**src/inc/adc_seq_pkg.sv**
```systemverilog
// Constants and types for the sample sequencer control block
//------------------------------------------------------------
//------------------------------------------------------------
package adc_seq_pkg;
    // Register offsets
    localparam logic [11:0] OFF_ENABLE    = 12'h000;
    localparam logic [11:0] OFF_RAW_IRQ   = 12'h004;
    localparam logic [11:0] OFF_IRQ_MASK  = 12'h008;
    localparam logic [11:0] OFF_IRQ_CLR   = 12'h00c;
    localparam logic [11:0] OFF_OVERFLOW  = 12'h010;
    localparam logic [11:0] OFF_TRIG_SEL  = 12'h014;
    localparam logic [11:0] OFF_UNDERFLOW = 12'h018;
    localparam logic [11:0] OFF_PRIORITY  = 12'h020;
    localparam logic [11:0] OFF_INITIATE  = 12'h028;
    localparam logic [11:0] OFF_AVERAGE   = 12'h030;
    localparam logic [11:0] OFF_SEQ_BASE  = 12'h040;
    localparam logic [11:0] OFF_LOOPBACK  = 12'h100;
    // Per-sequencer block: stride and sub-offsets
    localparam logic [11:0] SEQ_STRIDE    = 12'h020;
    localparam logic [4:0]  SUB_MUX       = 5'h00;
    localparam logic [4:0]  SUB_CTL       = 5'h04;
    localparam logic [4:0]  SUB_FIFO      = 5'h08;
    localparam logic [4:0]  SUB_FSTAT     = 5'h0c;
    // Reset values
    localparam logic [15:0] PRIORITY_RST  = 16'h3210;
    localparam logic [31:0] CTL3_RST      = 32'h0000_0002;
    // Control nibble field positions
    localparam int CTL_DIFF = 0;
    localparam int CTL_LAST = 1;
    localparam int CTL_IRQ  = 2;
    localparam int CTL_TEMP = 3;
    // Status field positions
    localparam int FST_TAIL  = 0;
    localparam int FST_HEAD  = 4;
    localparam int FST_EMPTY = 8;
    localparam int FST_FULL  = 12;
    // Trigger sources
    localparam logic [3:0] TRIG_PROC   = 4'h0;
    localparam logic [3:0] TRIG_ALWAYS = 4'hf;
    localparam int NUM_EVENTS = 8;
    // Averaging: exponent max 6 (64 samples)
    localparam logic [2:0] AVG_MAX = 3'h6;
    // Clocking: system rate and target ADC rate in kHz
    localparam int SYS_KHZ = 125000;
    localparam int ADC_KHZ = 16667;
    localparam int ADC_DIV = (SYS_KHZ + ADC_KHZ - 1) / ADC_KHZ;
    // Differential zero code
    localparam logic [9:0] DIFF_MID = 10'h1ff;

    typedef enum logic [3:0] {
        ST_IDLE = 4'b0001,
        ST_CONV = 4'b0010,
        ST_WAIT = 4'b0100,
        ST_STEP = 4'b1000
    } fsm_type;
endpackage

```
**src/core/adc_seq_ctrl.sv**
```systemverilog
// Sample sequencer control with APB registers, FIFOs and arbitration
`timescale 1ns/1ps
module adc_seq_ctrl
    import adc_seq_pkg::*;
(
    // Clock and reset
    input  wire logic        clk,
    input  wire logic        srst,
    // APB slave
    input  wire logic        psel,
    input  wire logic        penable,
    input  wire logic        pwrite,
    input  wire logic [11:0] paddr,
    input  wire logic [31:0] pwdata,
    output logic      [31:0] prdata,
    output logic             pready,
    output logic             pslverr,
    // Peripheral trigger events, one-cycle pulses
    input  wire logic [NUM_EVENTS-1:0] trigEvents,
    // Converter side
    output logic             convStart,
    output logic      [2:0]  convInput,
    output logic             convDiff,
    output logic             convTemp,
    input  wire logic        convDone,
    input  wire logic [9:0]  convResult,
    // Interrupt line
    output logic             irqOut
);

    //------------------------------------------------------------
    // State
    //------------------------------------------------------------
    typedef struct packed {
        logic [3:0]       enable;
        logic [3:0]       rawIrq;
        logic [3:0]       irqMask;
        logic [3:0]       overflow;
        logic [3:0]       underflow;
        logic [15:0]      trigSel;
        logic [15:0]      prio;
        logic [2:0]       average;
        logic             loopback;
        logic [3:0]       pending;
        logic [3:0][31:0] muxReg;
        logic [3:0][31:0] ctlReg;
        logic [3:0][7:0][9:0] fifo;
        logic [3:0][3:0]  head;
        logic [3:0][3:0]  tail;
        logic [3:0][3:0]  count;
        fsm_type          fsm;
        logic [1:0]       active;
        logic [2:0]       step;
        logic [6:0]       avgCnt;
        logic [15:0]      accum;
        logic [3:0]       divCnt;
        logic             convStart;
        logic [31:0]      rdata;
        logic             ready;
    } state_type;

    state_type q, d;

    // Depth of a sequencer FIFO, also its step count
    function automatic logic [3:0] depthOf(input logic [1:0] s);
        case (s)
            2'd0:    depthOf = 4'd8;
            2'd3:    depthOf = 4'd1;
            default: depthOf = 4'd4;
        endcase
    endfunction

    // Sequencer index for a per-sequencer register address, or none
    function automatic logic [2:0] seqOf(input logic [11:0] a);
        if (a >= OFF_SEQ_BASE && a < OFF_SEQ_BASE + 4 * SEQ_STRIDE) begin
            seqOf = {1'b1, 2'((a - OFF_SEQ_BASE) >> 5)};
        end else begin
            seqOf = 3'b000;
        end
    endfunction

    //------------------------------------------------------------
    // Next-state logic
    //------------------------------------------------------------
    logic       setupRd;
    logic       accessWr;
    logic [3:0] irqEvt;
    logic [3:0] ovfEvt;
    logic [3:0] unfEvt;
    logic [2:0] selSeq;
    logic [4:0] sub;
    logic [3:0] trigNow;
    logic [1:0] best;
    logic       found;
    logic [3:0] nib;
    logic [3:0] ctlNib;
    logic [9:0] sample;
    logic [15:0] avgOut;
    logic [3:0] pushSeq;
    logic [3:0] popSeq;
    logic [1:0] bestPri;

    always_comb begin
        d = q;
        d.convStart = 1'b0;
        d.ready = 1'b0;
        setupRd = psel && !penable && !pwrite;
        // Writes land at the access edge, where the master sees pready high
        accessWr = psel && penable && pwrite && q.ready;
        irqEvt = 4'h0;
        ovfEvt = 4'h0;
        unfEvt = 4'h0;
        selSeq = seqOf(paddr);
        sub = paddr[4:0];
        pushSeq = 4'h0;
        popSeq = 4'h0;
        trigNow = 4'h0;
        best = 2'd0;
        bestPri = 2'd3;
        found = 1'b0;
        avgOut = 16'h0;

        d.divCnt = (q.divCnt == 4'(ADC_DIV - 1)) ? 4'h0 : q.divCnt + 4'h1;

        // Answer each access one cycle after setup
        if (psel && !penable) begin
            d.ready = 1'b1;
        end

        for (int s = 0; s < 4; s++) begin
            case (q.trigSel[s*4 +: 4])
                TRIG_PROC:   trigNow[s] = 1'b0;
                TRIG_ALWAYS: trigNow[s] = 1'b1;
                default:     trigNow[s] = trigEvents[3'(q.trigSel[s*4 +: 4] - 4'h1)];
            endcase
            if (trigNow[s] && q.enable[s]) begin
                d.pending[s] = 1'b1;
            end
        end

        if (accessWr && paddr == OFF_INITIATE) begin
            for (int s = 0; s < 4; s++) begin
                if (pwdata[s] && q.trigSel[s*4 +: 4] == TRIG_PROC && q.enable[s]) begin
                    d.pending[s] = 1'b1;
                end
            end
        end

        // pick pending sequencer with lowest priority value
        for (int s = 0; s < 4; s++) begin
            if (q.pending[s] && q.enable[s] &&
                (!found || q.prio[s*4 +: 2] < bestPri)) begin
                found = 1'b1;
                best = 2'(s);
                bestPri = q.prio[s*4 +: 2];
            end
        end

        // Current step configuration
        nib = q.muxReg[q.active][q.step*4 +: 4];
        ctlNib = q.ctlReg[q.active][q.step*4 +: 4];
        // loopback replaces converter data with step and sequencer ids
        sample = q.loopback ? {5'h0, q.active, q.step} : convResult;

        case (q.fsm)
            ST_IDLE: begin
                if (found && q.divCnt == 4'h0) begin
                    d.active = best;
                    d.pending[best] = 1'b0;
                    d.step = 3'h0;
                    d.fsm = ST_CONV;
                end
            end
            ST_CONV: begin
                d.convStart = 1'b1;
                d.fsm = ST_WAIT;
            end
            ST_WAIT: begin
                if (!q.enable[q.active]) begin
                    d.fsm = ST_IDLE;
                    d.avgCnt = 7'h0;
                    d.accum = 16'h0;
                end else if (convDone || q.loopback) begin
                    d.accum = q.accum + {6'h0, sample};
                    if (q.avgCnt == 7'((1 << q.average) - 1)) begin
                        avgOut = d.accum >> q.average;
                        d.avgCnt = 7'h0;
                        d.accum = 16'h0;
                        d.fsm = ST_STEP;
                        pushSeq[q.active] = 1'b1;
                    end else begin
                        d.avgCnt = q.avgCnt + 7'h1;
                        d.fsm = ST_CONV;
                    end
                end
            end
            ST_STEP: begin
                if (ctlNib[CTL_IRQ]) begin
                    d.rawIrq[q.active] = 1'b1;
                    irqEvt[q.active] = 1'b1;
                end
                // end at marked last step or at maximum count
                if (ctlNib[CTL_LAST] || 4'(q.step) + 4'h1 >= depthOf(q.active)) begin
                    d.fsm = ST_IDLE;
                end else begin
                    d.step = q.step + 3'h1;
                    d.fsm = ST_CONV;
                end
            end
            default: d.fsm = ST_IDLE;
        endcase

        // write one clears; a new step interrupt set wins
        if (accessWr && paddr == OFF_IRQ_CLR) begin
            d.rawIrq = (q.rawIrq & ~pwdata[3:0]) | irqEvt;
        end

        if (setupRd && selSeq[2] && sub == SUB_FIFO) begin
            popSeq[selSeq[1:0]] = 1'b1;
        end

        // circular FIFOs with overflow and underflow flags
        for (int s = 0; s < 4; s++) begin
            if (pushSeq[s]) begin
                if (q.count[s] == depthOf(2'(s))) begin
                    d.overflow[s] = 1'b1;
                    ovfEvt[s] = 1'b1;
                end else begin
                    d.fifo[s][q.tail[s]] = avgOut[9:0];
                    d.tail[s] = (q.tail[s] + 4'h1 == depthOf(2'(s))) ? 4'h0 : q.tail[s] + 4'h1;
                    d.count[s] = d.count[s] + 4'h1;
                end
            end
            if (popSeq[s]) begin
                if (q.count[s] == 4'h0) begin
                    d.underflow[s] = 1'b1;
                    unfEvt[s] = 1'b1;
                end else begin
                    d.head[s] = (q.head[s] + 4'h1 == depthOf(2'(s))) ? 4'h0 : q.head[s] + 4'h1;
                    d.count[s] = d.count[s] - 4'h1;
                end
            end
        end

        // Register writes
        if (accessWr) begin
            case (paddr)
                OFF_ENABLE:    d.enable = pwdata[3:0];
                OFF_IRQ_MASK:  d.irqMask = pwdata[3:0];
                // flags raised in this very cycle survive the clear
                OFF_OVERFLOW:  d.overflow = (q.overflow & ~pwdata[3:0]) | ovfEvt;
                OFF_UNDERFLOW: d.underflow = (q.underflow & ~pwdata[3:0]) | unfEvt;
                OFF_TRIG_SEL:  d.trigSel = pwdata[15:0];
                OFF_PRIORITY:  d.prio = pwdata[15:0] & 16'h3333;
                // one averaging setting, capped at 64 samples
                OFF_AVERAGE:   d.average = (pwdata[2:0] > AVG_MAX) ? AVG_MAX : pwdata[2:0];
                OFF_LOOPBACK:  d.loopback = pwdata[0];
                default: begin
                    // step nibbles writable at any time
                    if (selSeq[2] && sub == SUB_MUX) begin
                        d.muxReg[selSeq[1:0]] = pwdata;
                    end else if (selSeq[2] && sub == SUB_CTL) begin
                        d.ctlReg[selSeq[1:0]] = pwdata;
                    end
                end
            endcase
        end

        // Register reads captured at setup
        if (setupRd) begin
            d.rdata = 32'h0;
            case (paddr)
                OFF_ENABLE:    d.rdata[3:0] = q.enable;
                OFF_RAW_IRQ:   d.rdata[3:0] = q.rawIrq;
                OFF_IRQ_MASK:  d.rdata[3:0] = q.irqMask;
                OFF_IRQ_CLR:   d.rdata[3:0] = q.rawIrq & q.irqMask;
                OFF_OVERFLOW:  d.rdata[3:0] = q.overflow;
                OFF_UNDERFLOW: d.rdata[3:0] = q.underflow;
                OFF_TRIG_SEL:  d.rdata[15:0] = q.trigSel;
                OFF_PRIORITY:  d.rdata[15:0] = q.prio;
                OFF_AVERAGE:   d.rdata[2:0] = q.average;
                OFF_LOOPBACK:  d.rdata[0] = q.loopback;
                default: begin
                    if (selSeq[2]) begin
                        case (sub)
                            SUB_MUX:  d.rdata = q.muxReg[selSeq[1:0]];
                            SUB_CTL:  d.rdata = q.ctlReg[selSeq[1:0]];
                            SUB_FIFO: d.rdata[9:0] = q.fifo[selSeq[1:0]][q.head[selSeq[1:0]]];
                            SUB_FSTAT: begin
                                d.rdata[FST_TAIL +: 4] = q.tail[selSeq[1:0]];
                                d.rdata[FST_HEAD +: 4] = q.head[selSeq[1:0]];
                                d.rdata[FST_EMPTY] = (q.count[selSeq[1:0]] == 4'h0);
                                d.rdata[FST_FULL] = (q.count[selSeq[1:0]]
                                                     == depthOf(selSeq[1:0]));
                            end
                            default: d.rdata = 32'h0;
                        endcase
                    end
                end
            endcase
        end
    end

    //------------------------------------------------------------
    // Registers
    //------------------------------------------------------------
    always_ff @(posedge clk) begin
        if (srst) begin
            q <= '0;
            q.prio <= PRIORITY_RST;
            q.ctlReg[3] <= CTL3_RST;
            q.fsm <= ST_IDLE;
        end else begin
            q <= d;
        end
    end

    //------------------------------------------------------------
    // Outputs
    //------------------------------------------------------------
    // differential pair k drives inputs 2k and 2k+1, even input first
    assign convInput = ctlNib[CTL_DIFF] ? {nib[1:0], 1'b0} : nib[2:0];
    assign convDiff  = ctlNib[CTL_DIFF];
    assign convTemp  = ctlNib[CTL_TEMP];
    assign convStart = q.convStart && !q.loopback;
    assign prdata    = q.rdata;
    assign pready    = q.ready;
    assign pslverr   = 1'b0;
    assign irqOut    = |(q.rawIrq & q.irqMask);

endmodule

```
**config.mk**
```make
export PLATFORM = sky130hd
export DESIGN_NAME = adc_seq_ctrl
export DESIGN_NICKNAME = d
export VERILOG_FILES = /design/src/inc/adc_seq_pkg.sv /design/src/core/adc_seq_ctrl.sv
export SDC_FILE = /design/constraint.sdc
export NUM_CORES = 2
export LEC_CHECK = 0
export BUFFER_PORTS_ARGS = -buffer_cell sky130_fd_sc_hd__buf_2
export CORE_ASPECT_RATIO = 1.25
export CORE_MARGIN = 4
export CORE_UTILIZATION = 35
export CTS_CLUSTER_DIAMETER = 50
export DETAILED_ROUTE_END_ITERATION = 8
export GPL_ROUTABILITY_DRIVEN = 0
export PLACE_DENSITY_LB_ADDON = 0.08
export SYNTH_ARGS = -nofsm -noshare
export SYNTH_HDL_FRONTEND = slang
export SYNTH_SLANG_ARGS = --single-unit
```
**constraint.sdc**
```tcl
create_clock -name clk -period 4.5 [get_ports clk]
set_input_delay 0.675 -clock clk [delete_from_list [all_inputs] [get_ports clk]]
set_output_delay 0.675 -clock clk [all_outputs]
set_load 0.1 [all_outputs]
```
======== Word level (Yosys, flattened, before mapping) ========
Index checks and enable logic that the tools add are counted.
word-level totals
  bits of input ports ..................... 68
  register bits after elaboration ......... 746
operators by class
  bitwise gates (word level) .............. 21
  order comparisons ....................... 26
  equal/unequal tests ..................... 42
  reduce and logical (&&, ||, !) cells .... 95
  shift operators ......................... 4
  multiplexer cells ....................... 208
  add/sub/neg operators ................... 27
operators by type and width
  cell                   count
  $bwmux W80             4
  $mux W4                70
  $bmux W32 S2           4
  $bwmux W128            2
  $mux W32               6
  $bmux W80 S2           1
  $demux W10 S3          4
  $mux W10               10
  $mux W80               1
  $demux W32 S2          1
  $mux W1                56
  $add A4 B1 Y4 const B  13
  $eq A4 B4 Y1           13
  $mux W16               3
  $mux W23               2
  $mux W44               1
  $logic_and A1 B1 Y1    40
  $logic_not A4 Y1       10
  $pmux W19 S2           1
  $eq A12 B5 Y1 const B  3
  $eq A12 B6 Y1 const B  3
  $pmux W12 S3           1
  $pmux W9 S4            1
  $reduce_and A2 Y1      18
  other kinds (72)       155

======== Longest topological paths before layout ========
  depth in word-level cells ............... 22
  mapped depth ............................ 20
  mapped depth without buffers ............ 15

======== Least setup slack after synthesis ========
OpenSTA, ideal clock, no wires.
  kind .................................... reg2out
  start ................................... register q[64] in the netlist's numbering
  end ..................................... output convInput[1]
  arrival ................................. 4,157 ps
  cell stages (with the launch flop) ...... 7
  setup slack ............................. -332 ps
  buffers on the path ..................... 2
  data required time ...................... 3,825 ps
  path through ............................ dfxtp_1 buf_2 buf_1 mux4_2 mux4_2 mux2_2 mux2i_1
on the way
  cells in the longest elaborated chain, start to end .. 4
  elaborated cells on any way between the ends .. 7
ends and longest elaborated chain
  what                            RTL line             RTL
  start, declared                 adc_seq_ctrl.sv:62   state_type q, d;
  $bmux W32 S2                    adc_seq_ctrl.sv:161  ctlNib = q.ctlReg[q.active][q.step*4 +: 4];
  $mux W32 (not written as such)  adc_seq_ctrl.sv:161
  $shiftx A32 B6 Y4               adc_seq_ctrl.sv:161
  net convDiff                    adc_seq_ctrl.sv:23   output logic convDiff,
  $mux W3                         adc_seq_ctrl.sv:322  assign convInput = ctlNib[CTL_DIFF] ? {nib[1:0], 1'b0} : nib[2:0];
  end, declared                   adc_seq_ctrl.sv:22   output logic [2:0] convInput,
The timed path passes the listed nets, and every way through them passes these cells. The select of a mux whose other input is x is not followed.

======== Worst setup path in the final report ========
  start ................................... register q[64] in the netlist's numbering
  end ..................................... output convInput[2]
on the way
  cells in the longest elaborated chain, start to end .. 4
  elaborated cells on any way between the ends .. 7
ends and longest elaborated chain
  what                                                    RTL line
  $bmux W32 S2 (on tied branches)                         adc_seq_ctrl.sv:160, adc_seq_ctrl.sv:161
  $mux W32 (on tied branches)                             adc_seq_ctrl.sv:160, adc_seq_ctrl.sv:161
  $shiftx A32 B6 Y3 or $shiftx A32 B6 Y4 (tied branches)  adc_seq_ctrl.sv:160, adc_seq_ctrl.sv:161
  $mux W3 *                                               adc_seq_ctrl.sv:322
Every way passes the cells marked *; elsewhere a longest branch is shown, timed or not. The select of a mux whose other input is x is not followed.

==> impl_metrics.csv <==
group,metric,value,unit
min_path,hp-start,"pwdata[23]",
worst_setup_path,crit_top_cell,"mux4_2",
synth,ys_async_sr_fraction,0,%
worst_setup_path,r2r-start,"q[699]$_SDFFE_PP0P_",
placed_design,dp_hpwl,103,mm
cells_and_area,drive_gt1_share,14.4,%
worst_setup_path,slowest_stage,"mux4_2",
drt,wl,155,mm
worst_setup_path,crit_path_start_kind,"flip-flop",
drt,via_per_inst,5.70,
min_path,holdPathEnd,"q[525]$_SDFFE_PP0P_",
power,power.leakage,15.0,nW
synth,synth_nets,4814,
synth,synth-xor-area-share,1.13,%
worst_setup_path,r2r_cells,12,
synth,yosys_most_used_dff,"dfxtp_1",
status,status,"finished, final reports clean",
drt,antenna_left,0,
min_path,min-delay-path-class,"primary input to flip-flop",
power,total_power,16.1,mW
floorplanning,fp.dieW,306,um
worst_setup_path,critPathKind,"flip-flop to primary output",
timing,finalSetupTns,0,ps
drt,drtPass1Iterations,6,
synth,post_synth_mux_area_share,11.7,%
timing,finalCriticalPeriod,4360,ps
placed_design,pre_cts_slack,14.8,ps
synth,syn_area_per_cell,8.31,um^2
worst_setup_path,crit_fanout,22,
worst_setup_path,crit_required,3830,ps
synth,synth_area_leaders,"dfxtp_1 (38%), nand2_1 (8.6%), a21oi_1 (5.8%)",
placed_design,dpl.cell_count,5952,
synth,synth_compound_area_share,19.0,%
worst_setup_path,worst_path_dominant_cell_family,"multiplexers",
placed_design,port-buffer-count,107,
clock_network,clkTransAtPathRegs,60,ps
worst_setup_path,rrSetupSlack,410,ps
cells_and_area,nFillCells,11200,
floorplanning,fp-row-count,136,
min_path,hold_depth,3,
drt,wl_per_cell,25.2,um
floorplanning,core-area,110000,um^2
timing,whs,266,ps
floorplanning,die_h,381,um
synth,yosysTopAreaCellShare,38.4,%
timing,max_freq,0.229,GHz
drt,vias,35100,
drt,drc,0,
cells_and_area,final_nets,4749,
synth,synth-simple-area-share,21.9,%
clock_network,cts.sinks,746,
synth,ys_seq_elements,746,
timing,timing.final.max_slew_violations,0,
synth,synth-edff-count,0,
timing,finClkSkew,38.7,ps
clock_network,cts-root-buf,"clkbuf_16",
cells_and_area,area_growth,15.2,%
timing,finalSetupViolations,0,
global_route,grt_pass1_wl,230,mm
worst_setup_path,worstPathArrival,3690,ps
floorplanning,initial_core_util,35.3,%
clock_network,clkLatencyLatePin,720,ps
timing,finalCritPeriodShare,96.9,%
clock_network,cts_buffer_depth,3,
clock_network,cts_made_buffers,107,
cells_and_area,final_core_util,40.7,%
run,cap_violations,0,
drt,drtIter0Drc,2950,
floorplanning,ios,109,
global_route,grt_max_degree,206,
synth,synth_top_family_by_area,"simple AND/OR/NAND/NOR gates",
power,vdd_drop_max,319,uV
synth,netlist.top_cell.by_area,"dfxtp_1",
global_route,grt_pass1_vias,33800,
worst_setup_path,end_kind,"primary output",
global_route,antenna_found_initial,14,
power,power.density,360,nW/um^2
clock_network,htreeDepth,3,
floorplanning,dieArea,116000,um^2
cells_and_area,post-route-cell-area,44800,um^2
synth,yosys.area_share.adder,2.24,%
synth,yosysWarnings,0,
synth,syn-instance-count,4677,
timing,rsz0062_at_grt,"no",
cells_and_area,final_cells,6154,
clock_network,tritoncts,"yes",
synth,ys_types,96,
global_route,overflow,0,
global_route,grt_usage,25.8,%
worst_setup_path,worstReg2RegEnd,"q[409]$_SDFFE_PP0P_",
placed_design,place_area,41000,um^2
timing,slew_headroom,20.2,%
synth,synthesis.area,38900,um^2
timing,worst_slack,138,ps
timing,hold_viol,0,
synth,synth_seq_area_share,38.4,%
timing,worst_pin_slew,1200,ps
worst_setup_path,cp_cell_sequence,"buf_12 -> buf_4 -> mux4_2 -> mux4_2 -> nor2b_1 -> a211oi_1 -> a21oi_2 -> clkbuf_4",
worst_setup_path,max_stage_delay,570,ps
worst_setup_path,critical_path_buf_inv_count,3,
[cell type report]
type	count	area (um^2)	share of cell area [%]
flip-flops and latches	746	14900	33.4
diodes	7	17.5	0.0391
multi-input cells	3420	21900	48.9
clock inverters	61	822	1.84
inverters	57	219	0.489
clock buffers	134	2930	6.54
repair buffers	280	2140	4.78
well taps	1449	1810	4.05
[how the worst max path moves through the flow]
stage | cells past startpoint | end | startpoint
6_report | 8 | convInput[2] | q[64]$_SDFFE_PP0P_
5_1_grt | 8 | convInput[2] | q[64]$_SDFFE_PP0P_
4_1_cts | 12 | q[294]$_SDFFE_PP0P_ | q[699]$_SDFFE_PP0P_
3_5_place_dp | 12 | prdata[8]$_SDFFE_PP0P_ | paddr[11]
3_3_place_gp | 12 | prdata[8]$_SDFFE_PP0P_ | paddr[11]
2_1_floorplan | 16 | q[251]$_SDFFE_PP0P_ | q[64]$_SDFFE_PP0P_
[routing by layer]
metal | GRT usage, % | vias up | part of all wire, %
li1 | - | 16600 | -
met1 | 32.6 | 17200 | 42
met2 | 44.6 | 1020 | 49
met3 | 3.65 | 257 | 5.1
met4 | 9.20 | 8 | 3.4
met5 | 0 | - | 0.032
[worst min-delay path: cells and delay by family]
| family | cells | cell delay (ps) |
|---|---|---|
| AND/OR/NAND/NOR | 1 | 70 |
| AO/OA/AOI/OAI | 1 | 50 |
| buffers and inverters | 1 | 150 |
[state kept, by name, indices dropped and copies added (netlist names)]
name	flops
prdata	32
q	713
pready	1
[synth_stat cells (15+ instances only)]
cell type	n
a211oi_1	178
a21oi_1	454
a221oi_1	23
a311oi_1	15
a31oi_1	34
a32oi_1	22
and2_1	17
and3_1	63
buf_1	37
buf_2	29
buf_4	34
clkbuf_1	331
clkbuf_2	16
dfxtp_1	746
ha_1	68
inv_1	54
mux2_2	23
mux2i_1	218
mux4_2	94
nand2_1	891
nand2b_1	30
nand3_1	90
nand3b_1	160
nand4_1	27
nor2_1	293
nor2b_1	53
nor3_1	52
nor4_1	17
o211ai_1	17
o21ai_0	196
o21ai_1	31
o221ai_1	57
or3_1	20
xnor2_1	33
xor2_1	17
[cells by family (layout without fill, tap and decap cells)]
logic type / count (synthesis) / count (layout)
adder cells (fa/ha/maj): 69 / 69
multiplexers: 335 / 335
flip-flops: 746 / 746
AO/OA/AOI/OAI: 1175 / 1175
other: 1 / 8
AND/OR/NAND/NOR: 1790 / 1790
XOR/XNOR: 50 / 50
buffers and inverters: 511 / 532
[repair_timing]
item                       in CTS  in global routing
buffers inserted                0                  0
setup endpoints to repair       1                 83
pin swaps                       0                  0
gates resized for setup         1                 12
hold buffers                    0                  0
[power by group]
| part | internal [mW] | total [mW] | switching (mW) |
|---|---|---|---|
| clock network | 5.41 | 8.90 | 3.49 |
| logic | 0.148 | 0.606 | 0.457 |
| registers | 6.61 | 6.63 | 0.0104 |
[placed cells by master (no fill, tap or decap), types with 57 or more instances in the layout]
master,n
buf_2,103
nand3b_1,160
ha_1,68
o221ai_1,57
mux4_2,94
nand2_1,886
a211oi_1,177
buf_4,151
clkbuf_16,109
mux2i_1,217
dfxtp_1,741
o21ai_0,196
nor2_1,289
nand3_1,88
a21oi_1,453
and3_1,63
(Power assumes the default switching activity.)
